### src/core/rmd_consts.vh
// Constants for the rotate and move datapath: opcodes, fields, phases.
// Assumes it is included by bare name from files under core/.
`ifndef RMD_CONSTS_VH
`define RMD_CONSTS_VH
`define RMD_OP_MOVE_WORK_TO_FILE 7'h00
`define RMD_MOVE_CODE_BIT 1'h1
`define RMD_OP_ROTATE_LEFT_NO_CARRY 7'h11
`define RMD_OP_ROTATE_RIGHT_THRU_CARRY 7'h0C
`define RMD_OPC_MSB 15
`define RMD_OPC_LSB 9
`define RMD_DEST_BIT 8
`define RMD_ADDR_MSB 7
`define RMD_ADDR_LSB 0
`define RMD_PH_DECODE 2'h0
`define RMD_PH_READ 2'h1
`define RMD_PH_EXECUTE 2'h2
`define RMD_PH_WRITE 2'h3
`define RMD_WORK_RESET 8'h00
`define RMD_CARRY_RESET 1'h0
`endif

### src/core/rmd_shifter.v
// Combinational rotate unit for one 8-bit operand.
// Assumes the caller registers both the result and the carry out.
`default_nettype none
module rmd_shifter #(
	parameter WIDTH = 8
) (
	input  wire [WIDTH-1:0] operand_in,
	input  wire             carry_in,
	input  wire             right_in,
	output wire [WIDTH-1:0] result_out,
	output wire             carry_out
);
	// Left wraps the top bit; right pulls the carry in as a ninth bit.
	assign result_out = right_in ? {carry_in, operand_in[WIDTH-1:1]} :
		{operand_in[WIDTH-2:0], operand_in[WIDTH-1]};
	assign carry_out = right_in ? operand_in[0] : carry_in;
endmodule // rmd_shifter
`default_nettype wire

### src/core/rmd_datapath.v
// Execution datapath for move-working-to-file and two rotates.
// Assumes an outside file memory answers a read within the read phase.
// Summary of operation
// - Rotate left shifts file byte left, bit 7 into bit 0, flags kept.
// - Rotate left with destination 0 writes working register only.
// - Rotate left with destination 1 writes the source file register.
// - Rotate right moves bit 0 to carry, old carry into bit 7.
// - Rotate right with destination 0 writes working register only.
// - Rotate right with destination 1 writes the source file register.
// - Rotate right uses carry as ninth bit; carry is its only flag.
`default_nettype none
`include "rmd_consts.vh"
module rmd_datapath #(
	parameter WIDTH = 8,
	parameter AW    = 8
) (
	input  wire             sys_clk_in,
	input  wire             nrst_in,
	input  wire [15:0]      instr_in,
	input  wire             instr_valid_in,
	input  wire [WIDTH-1:0] file_rdata_in,
	output wire             instr_ready_out,
	output reg  [AW-1:0]    file_addr_out,
	output reg              file_rd_out,
	output reg              file_wr_out,
	output reg  [WIDTH-1:0] file_wdata_out,
	output wire [WIDTH-1:0] working_register_out,
	output wire             carry_out,
	output reg              done_out
);
	localparam OP_NONE = 2'h0;
	localparam OP_MOVE = 2'h1;
	localparam OP_RLN  = 2'h2;
	localparam OP_RRC  = 2'h3;

	// Sequencer states, one clock each, four to an instruction.
	localparam PH_DECODE  = `RMD_PH_DECODE;
	localparam PH_READ    = `RMD_PH_READ;
	localparam PH_EXECUTE = `RMD_PH_EXECUTE;
	localparam PH_WRITE   = `RMD_PH_WRITE;

	// The move owns its whole top byte, so bit 8 is part of its code;
	// matching on seven bits alone would also take an unrelated word.
	function [1:0] decode_op;
		input [6:0] opc;
		input       low_bit;
		begin
			if (opc == `RMD_OP_MOVE_WORK_TO_FILE &&
				low_bit == `RMD_MOVE_CODE_BIT)
				decode_op = OP_MOVE;
			else if (opc == `RMD_OP_ROTATE_LEFT_NO_CARRY)
				decode_op = OP_RLN;
			else if (opc == `RMD_OP_ROTATE_RIGHT_THRU_CARRY)
				decode_op = OP_RRC;
			else
				decode_op = OP_NONE;
		end
	endfunction

	// A result goes to the file unless it is a rotate aimed at the
	// working register.
	function to_file;
		input [1:0] op;
		input       dest;
		begin
			if (op == OP_MOVE)
				to_file = 1'h1;
			else
				to_file = dest;
		end
	endfunction

	reg [1:0]        phase_ff;
	reg [1:0]        op_ff;
	reg              dest_ff;
	reg [AW-1:0]     addr_ff;
	reg [WIDTH-1:0]  operand_ff;
	reg [WIDTH-1:0]  result_ff;
	reg              res_carry_ff;
	reg [WIDTH-1:0]  working_register_ff;
	reg              carry_ff;
	reg [1:0]        nxt_phase;
	reg [1:0]        nxt_op;
	reg              nxt_dest;
	reg [AW-1:0]     nxt_addr;
	reg [WIDTH-1:0]  nxt_operand;
	reg [WIDTH-1:0]  nxt_result;
	reg              nxt_res_carry;
	reg [WIDTH-1:0]  nxt_working_register;
	reg              nxt_carry;
	reg [AW-1:0]     nxt_file_addr;
	reg              nxt_file_rd;
	reg              nxt_file_wr;
	reg [WIDTH-1:0]  nxt_file_wdata;
	reg              nxt_done;
	wire [1:0]       instr_op;
	wire [WIDTH-1:0] shift_res;
	wire             shift_carry;

	assign instr_op = decode_op(instr_in[`RMD_OPC_MSB:`RMD_OPC_LSB],
		instr_in[`RMD_DEST_BIT]);

	// An instruction is only taken at the start of a cycle, so the
	// four phases of one never overlap those of the next.
	assign instr_ready_out = (phase_ff == PH_DECODE);
	assign working_register_out = working_register_ff;
	assign carry_out = carry_ff;

	rmd_shifter #(
		.WIDTH(WIDTH)
	) u_shift (
		.operand_in(operand_ff),
		.carry_in  (carry_ff),
		.right_in  (op_ff == OP_RRC),
		.result_out(shift_res),
		.carry_out (shift_carry)
	);

	// Everything holds unless its phase says otherwise; strobes drop.
	always @* begin
		nxt_phase            = phase_ff;
		nxt_op               = op_ff;
		nxt_dest             = dest_ff;
		nxt_addr             = addr_ff;
		nxt_operand          = operand_ff;
		nxt_result           = result_ff;
		nxt_res_carry        = res_carry_ff;
		nxt_working_register = working_register_ff;
		nxt_carry            = carry_ff;
		nxt_file_addr        = file_addr_out;
		nxt_file_rd          = 1'h0;
		nxt_file_wr          = 1'h0;
		nxt_file_wdata       = file_wdata_out;
		nxt_done             = 1'h0;
		case (phase_ff)
		PH_DECODE: begin
			if (instr_valid_in && instr_op != OP_NONE) begin
				nxt_op        = instr_op;
				nxt_dest      = instr_in[`RMD_DEST_BIT];
				nxt_addr      = instr_in[`RMD_ADDR_MSB:`RMD_ADDR_LSB];
				nxt_file_addr = instr_in[`RMD_ADDR_MSB:`RMD_ADDR_LSB];
				nxt_file_rd   = 1'h1;
				nxt_phase     = PH_READ;
			end
		end
		PH_READ: begin
			nxt_operand = file_rdata_in;
			nxt_phase   = PH_EXECUTE;
		end
		PH_EXECUTE: begin
			// The move ignores the operand read; the read keeps
			// the phase pattern uniform across all three.
			if (op_ff == OP_MOVE) begin
				nxt_result    = working_register_ff;
				nxt_res_carry = carry_ff;
			end else begin
				nxt_result    = shift_res;
				nxt_res_carry = shift_carry;
			end
			nxt_phase = PH_WRITE;
		end
		default: begin
			if (to_file(op_ff, dest_ff)) begin
				nxt_file_addr  = addr_ff;
				nxt_file_wdata = result_ff;
				nxt_file_wr    = 1'h1;
			end
			if (!to_file(op_ff, dest_ff))
				nxt_working_register = result_ff;
			if (op_ff == OP_RRC)
				nxt_carry = res_carry_ff;
			nxt_done  = 1'h1;
			nxt_phase = PH_DECODE;
		end
		endcase
	end

	// Sequencer and the fields latched from the instruction word.
	always @(posedge sys_clk_in) begin
		if (!nrst_in) begin
			phase_ff <= PH_DECODE;
			op_ff    <= OP_NONE;
			dest_ff  <= 1'h0;
			addr_ff  <= {AW{1'h0}};
		end else begin
			phase_ff <= nxt_phase;
			op_ff    <= nxt_op;
			dest_ff  <= nxt_dest;
			addr_ff  <= nxt_addr;
		end
	end

	// Operand, staged result and the two visible registers.
	always @(posedge sys_clk_in) begin
		if (!nrst_in) begin
			operand_ff          <= {WIDTH{1'h0}};
			result_ff           <= {WIDTH{1'h0}};
			res_carry_ff        <= `RMD_CARRY_RESET;
			working_register_ff <= `RMD_WORK_RESET;
			carry_ff            <= `RMD_CARRY_RESET;
		end else begin
			operand_ff          <= nxt_operand;
			result_ff           <= nxt_result;
			res_carry_ff        <= nxt_res_carry;
			working_register_ff <= nxt_working_register;
			carry_ff            <= nxt_carry;
		end
	end

	// Memory strobes come from flip-flops so they never glitch.
	always @(posedge sys_clk_in) begin
		if (!nrst_in) begin
			file_addr_out  <= {AW{1'h0}};
			file_rd_out    <= 1'h0;
			file_wr_out    <= 1'h0;
			file_wdata_out <= {WIDTH{1'h0}};
			done_out       <= 1'h0;
		end else begin
			file_addr_out  <= nxt_file_addr;
			file_rd_out    <= nxt_file_rd;
			file_wr_out    <= nxt_file_wr;
			file_wdata_out <= nxt_file_wdata;
			done_out       <= nxt_done;
		end
	end
endmodule // rmd_datapath
`default_nettype wire

### config.mk
export PLATFORM = sky130hd
export DESIGN_NAME = rmd_datapath
export DESIGN_NICKNAME = d
export VERILOG_FILES = /design/src/core/rmd_shifter.v /design/src/core/rmd_datapath.v
export VERILOG_INCLUDE_DIRS = /design/src /design/src/core
export SDC_FILE = /design/constraint.sdc
export NUM_CORES = 1
export LEC_CHECK = 0
export ABC_AREA = 0
export BUFFER_PORTS_ARGS = -buffer_cell sky130_fd_sc_hd__buf_2
export CAP_MARGIN = 20
export CORE_MARGIN = 8
export CORE_UTILIZATION = 48
export CTS_CLUSTER_DIAMETER = 60
export DETAILED_ROUTE_END_ITERATION = 16
export GPL_TIMING_DRIVEN = 0
export PLACE_DENSITY_LB_ADDON = 0.12
export SYNTH_ARGS = -nofsm -noshare
export SYNTH_HDL_FRONTEND = slang
export SYNTH_HIERARCHICAL = 1
export SYNTH_SLANG_ARGS = --single-unit
### constraint.sdc
create_clock -name sys_clk_in -period 1.63 [get_ports sys_clk_in]
set_input_delay 0.326 -clock sys_clk_in [delete_from_list [all_inputs] [get_ports sys_clk_in]]
set_output_delay 0.326 -clock sys_clk_in [all_outputs]
set_load 0.02 [all_outputs]
==> run metrics <==
run status=finished clean; hold violation total from the final report=0; buffers plus inverters on the worst setup path=2; routed wire length on met3=322 um; post-synthesis area per instance=9.241 um2; number of register bits inferred by synthesis=58; Main synth FF type=dfxtp_1; ANT nets after route=0; placed wire-length estimate after detailed placement=4135 um; Relative slew margins=0.5826; category of the worst setup path launch point=flip-flop; Avg WL per Cell=14.12 um; end of the worst register-to-register path=file_addr_out[1]; final routed wirelength across all metal layers=5902 um; TritonRoute pass-1 iters=4; last element of the critical path=file_addr_out[1]; number of global-route vias before repair=2,101; number of placement rows=26; share of the synthesized area in compound gates (AO/OA/AOI/OAI)=0.1098; reg-to-reg setup timing slack=0.01 ns; number of cells traversed by the worst register-to-register path=8; maximum cell stage delay along the critical path=0.33 ns; die area=7878 um2; transition time of the tightest slew-check pin=0.6260 ns; global-route wire length before repair=9998 um; Top Family by Delay on Critical Path=compound AO/OA/AOI/OAI gates; core area=5107 um2; TritonCTS clock tree=done; Initial Utilization=0.4976; placer congestion estimate=0.7577; Synth warnings=6; clock network latency to the later pin of the worst-skew pair=0.33 ns; type of element capturing the critical path=flip-flop; count of clock tree sinks=58; combinational family with the most area after synthesis=simple AND/OR/NAND/NOR gates; total power density per cell area=900.6 nW/um2; number of inserted diodes=0; largest net degree at the start of global routing=11; adder and majority cell fraction of the synthesized area=0.01969; EDFF count, synth=0; startpoint of the worst register-to-register path=phase_ff[1]; highest-delay cell along the critical path=dfxtp_2; fraction of synthesis flops using an asynchronous set or reset pin=0; count of nets after finishing=376; Root Driver=clkbuf_8; simple logic cell fraction of the synthesized area=0.1876; Crit Path Category=flip-flop to flip-flop; final critical delay including setup and external delays=1.618 ns; hold-fix buffers at CTS=0; Tightest Hold Check Type=input pin to flip-flop; number of cells in the finished layout apart from fillers=418; syn nets=306; startpoint of the most critical setup path=phase_ff[1]; max cap viols=0; Port Buf Inserts=55; DR WL met2=2582 um; final total power=2.870 mW; Period Utilization, post-route=0.9927; clock tree buffer depth=2; top layer reached by signal wires=met4; CTS H-tree lvls=3; number of remaining DRC errors=0; sequential share of the synthesized area=0.4569; y dimension of the die=88.76 um; share of synthesized area spent on multiplexers=0.1871; worst hold slack across all endpoints=0.2261 ns; peak fanout along the critical path=6; most common cell after layout, fill and taps aside=buf_2; number of buffers inserted during clock tree synthesis=9; IO Pins=56; slack of the critical path=0.01187 ns; clock transition at the register clock pins on the worst setup and hold paths after CTS=0.07 ns; area share of xor/xnor cells in the synthesized design=0; Post-Syn Instances=275; detailed router's first-iteration violation count=138; worst IR drop on VDD=0.4828 mV; leftover overflow at the end of global routing=0; Filler Cell Count=469; final setup violation count=0; LEAKAGE=1.409 nW; unrepaired setup endpoints after global routing=yes; crit path DAT=1.82 ns; Synth Cell Area=2541 um2; total global routing track utilization=0.1644; layout cells sized above 1=0.3333; final standard cell utilization of the core=0.6240; number of stages on the worst setup path=8; Post-Place Worst Slack=-0.3340 ns; Hold Startpoint=file_rdata_in[0]; data required time of the critical path=1.83 ns; number of antenna violations at the first check in global routing=0; number of max-slew violations in the final report=0; met1 WL=2926 um; placed cell count=400; ordered cell list for the critical path=inv_2 > ha_4 > nor2b_4 > a311oi_2 > o31ai_4 > buf_12 > mux2i_1 > nor2_1; most frequent cells in the layout=buf_2 (58), dfxtp_1 (56), nand2_1 (47); vias post-DR=2,119; Via-to-Cell Ratio=5.069; Highest Clock Rate=0.6180 GHz; relative area change from synthesis to final layout=25.41%; number of different library cells in the post-synthesis netlist=35; overall die width=88.76 um; clock skew=0.007002 ns
-- how the worst min path moves through the flow --
stage                          endpoint  slack [ns]  cells after the start
after floorplan              addr_ff[0]        0.43                      2
after global placement       addr_ff[7]        0.44                      2
after detailed placement     addr_ff[3]        0.45                      2
after CTS                 operand_ff[0]        0.22                      3
after global routing         addr_ff[0]        0.24                      3
final                     operand_ff[0]        0.23                      3
-- state kept, by name, summed over array words and instances (netlist names), 2 cells and up --
| signal | count |
|---|---|
| op_ff | 2 |
| result_ff | 8 |
| addr_ff | 8 |
| file_addr_out | 8 |
| working_register_out | 8 |
| phase_ff | 2 |
| operand_ff | 8 |
| file_wdata_out | 8 |
-- area by class of cell --
type                       instances  area, um2  area share
buffer                            13      62.56     0.01963
clock buffer                      11      151.4     0.04751
clock inverter                     3      40.04     0.01256
inverter                           5      18.77    0.005889
multi-input combinational        194       1304      0.4091
sequential                        58       1164      0.3651
tap                               70      87.58     0.02748
timing repair buffer              64      359.1      0.1127
-- cells by family after synthesis --
logic type               Yosys count
flip-flops                        58
buffers and inverters             23
AND/OR/NAND/NOR                  110
multiplexers                      42
AO/OA/AOI/OAI                     38
adder cells (fa/ha/maj)            4
-- what timing repair did --
action | in CTS | in global routing
setup endpoints to repair | 15 | 34
pin swaps | 3 | 2
setup buffers | 8 | 1
gates resized for setup | 4 | 2
-- layer usage --
layer / track usage / vias up
met5: 0 / -
met4: 0.07373 / 0
met3: 0.03807 / 9
met2: 0.2419 / 53
met1: 0.2209 / 967
li1: - / 1090
-- cells in the mapped netlist, drive strengths merged (2+ instances only) --
master,instances,area [um2]
nor4,2,18.77
and2,2,12.51
nand2,48,180.2
mux2i,25,250.2
a311oi,10,93.84
o31ai,2,33.78
dfxtp,58,1161
nor2b,2,12.51
mux2,17,225.2
ha,4,50.05
buf,8,42.54
a21oi,11,55.05
nand3,12,60.06
nor2,37,138.9
inv,5,18.77
o21ai,11,62.56
clkbuf,10,37.54
-- stage by stage --
step / instance area (um2) / TNS (ns)
floorplan: 2560 / 0
global route: 3187 / -0.3863
detailed placement: 2923 / -5.033
global placement: 2923 / -4.012
CTS: 3192 / 0
finish: 3187 / 0
-- tightest hold or removal path: cells and delay by family --
family | cells | cell delay [ns]
buf+inv | 1 | 0.07
simple gates | 1 | 0.07
mux | 1 | 0.05
-- power breakdown --
group	switching (mW)	leakage (nW)	internal [mW]	total, mW
Combinational	0.0736	0.840	0.0589	0.132
Clock	0.545	0.101	0.767	1.31
Sequential	0.00299	0.468	1.42	1.43
Total	0.622	1.41	2.25	2.87
(Power assumes the default switching activity.)
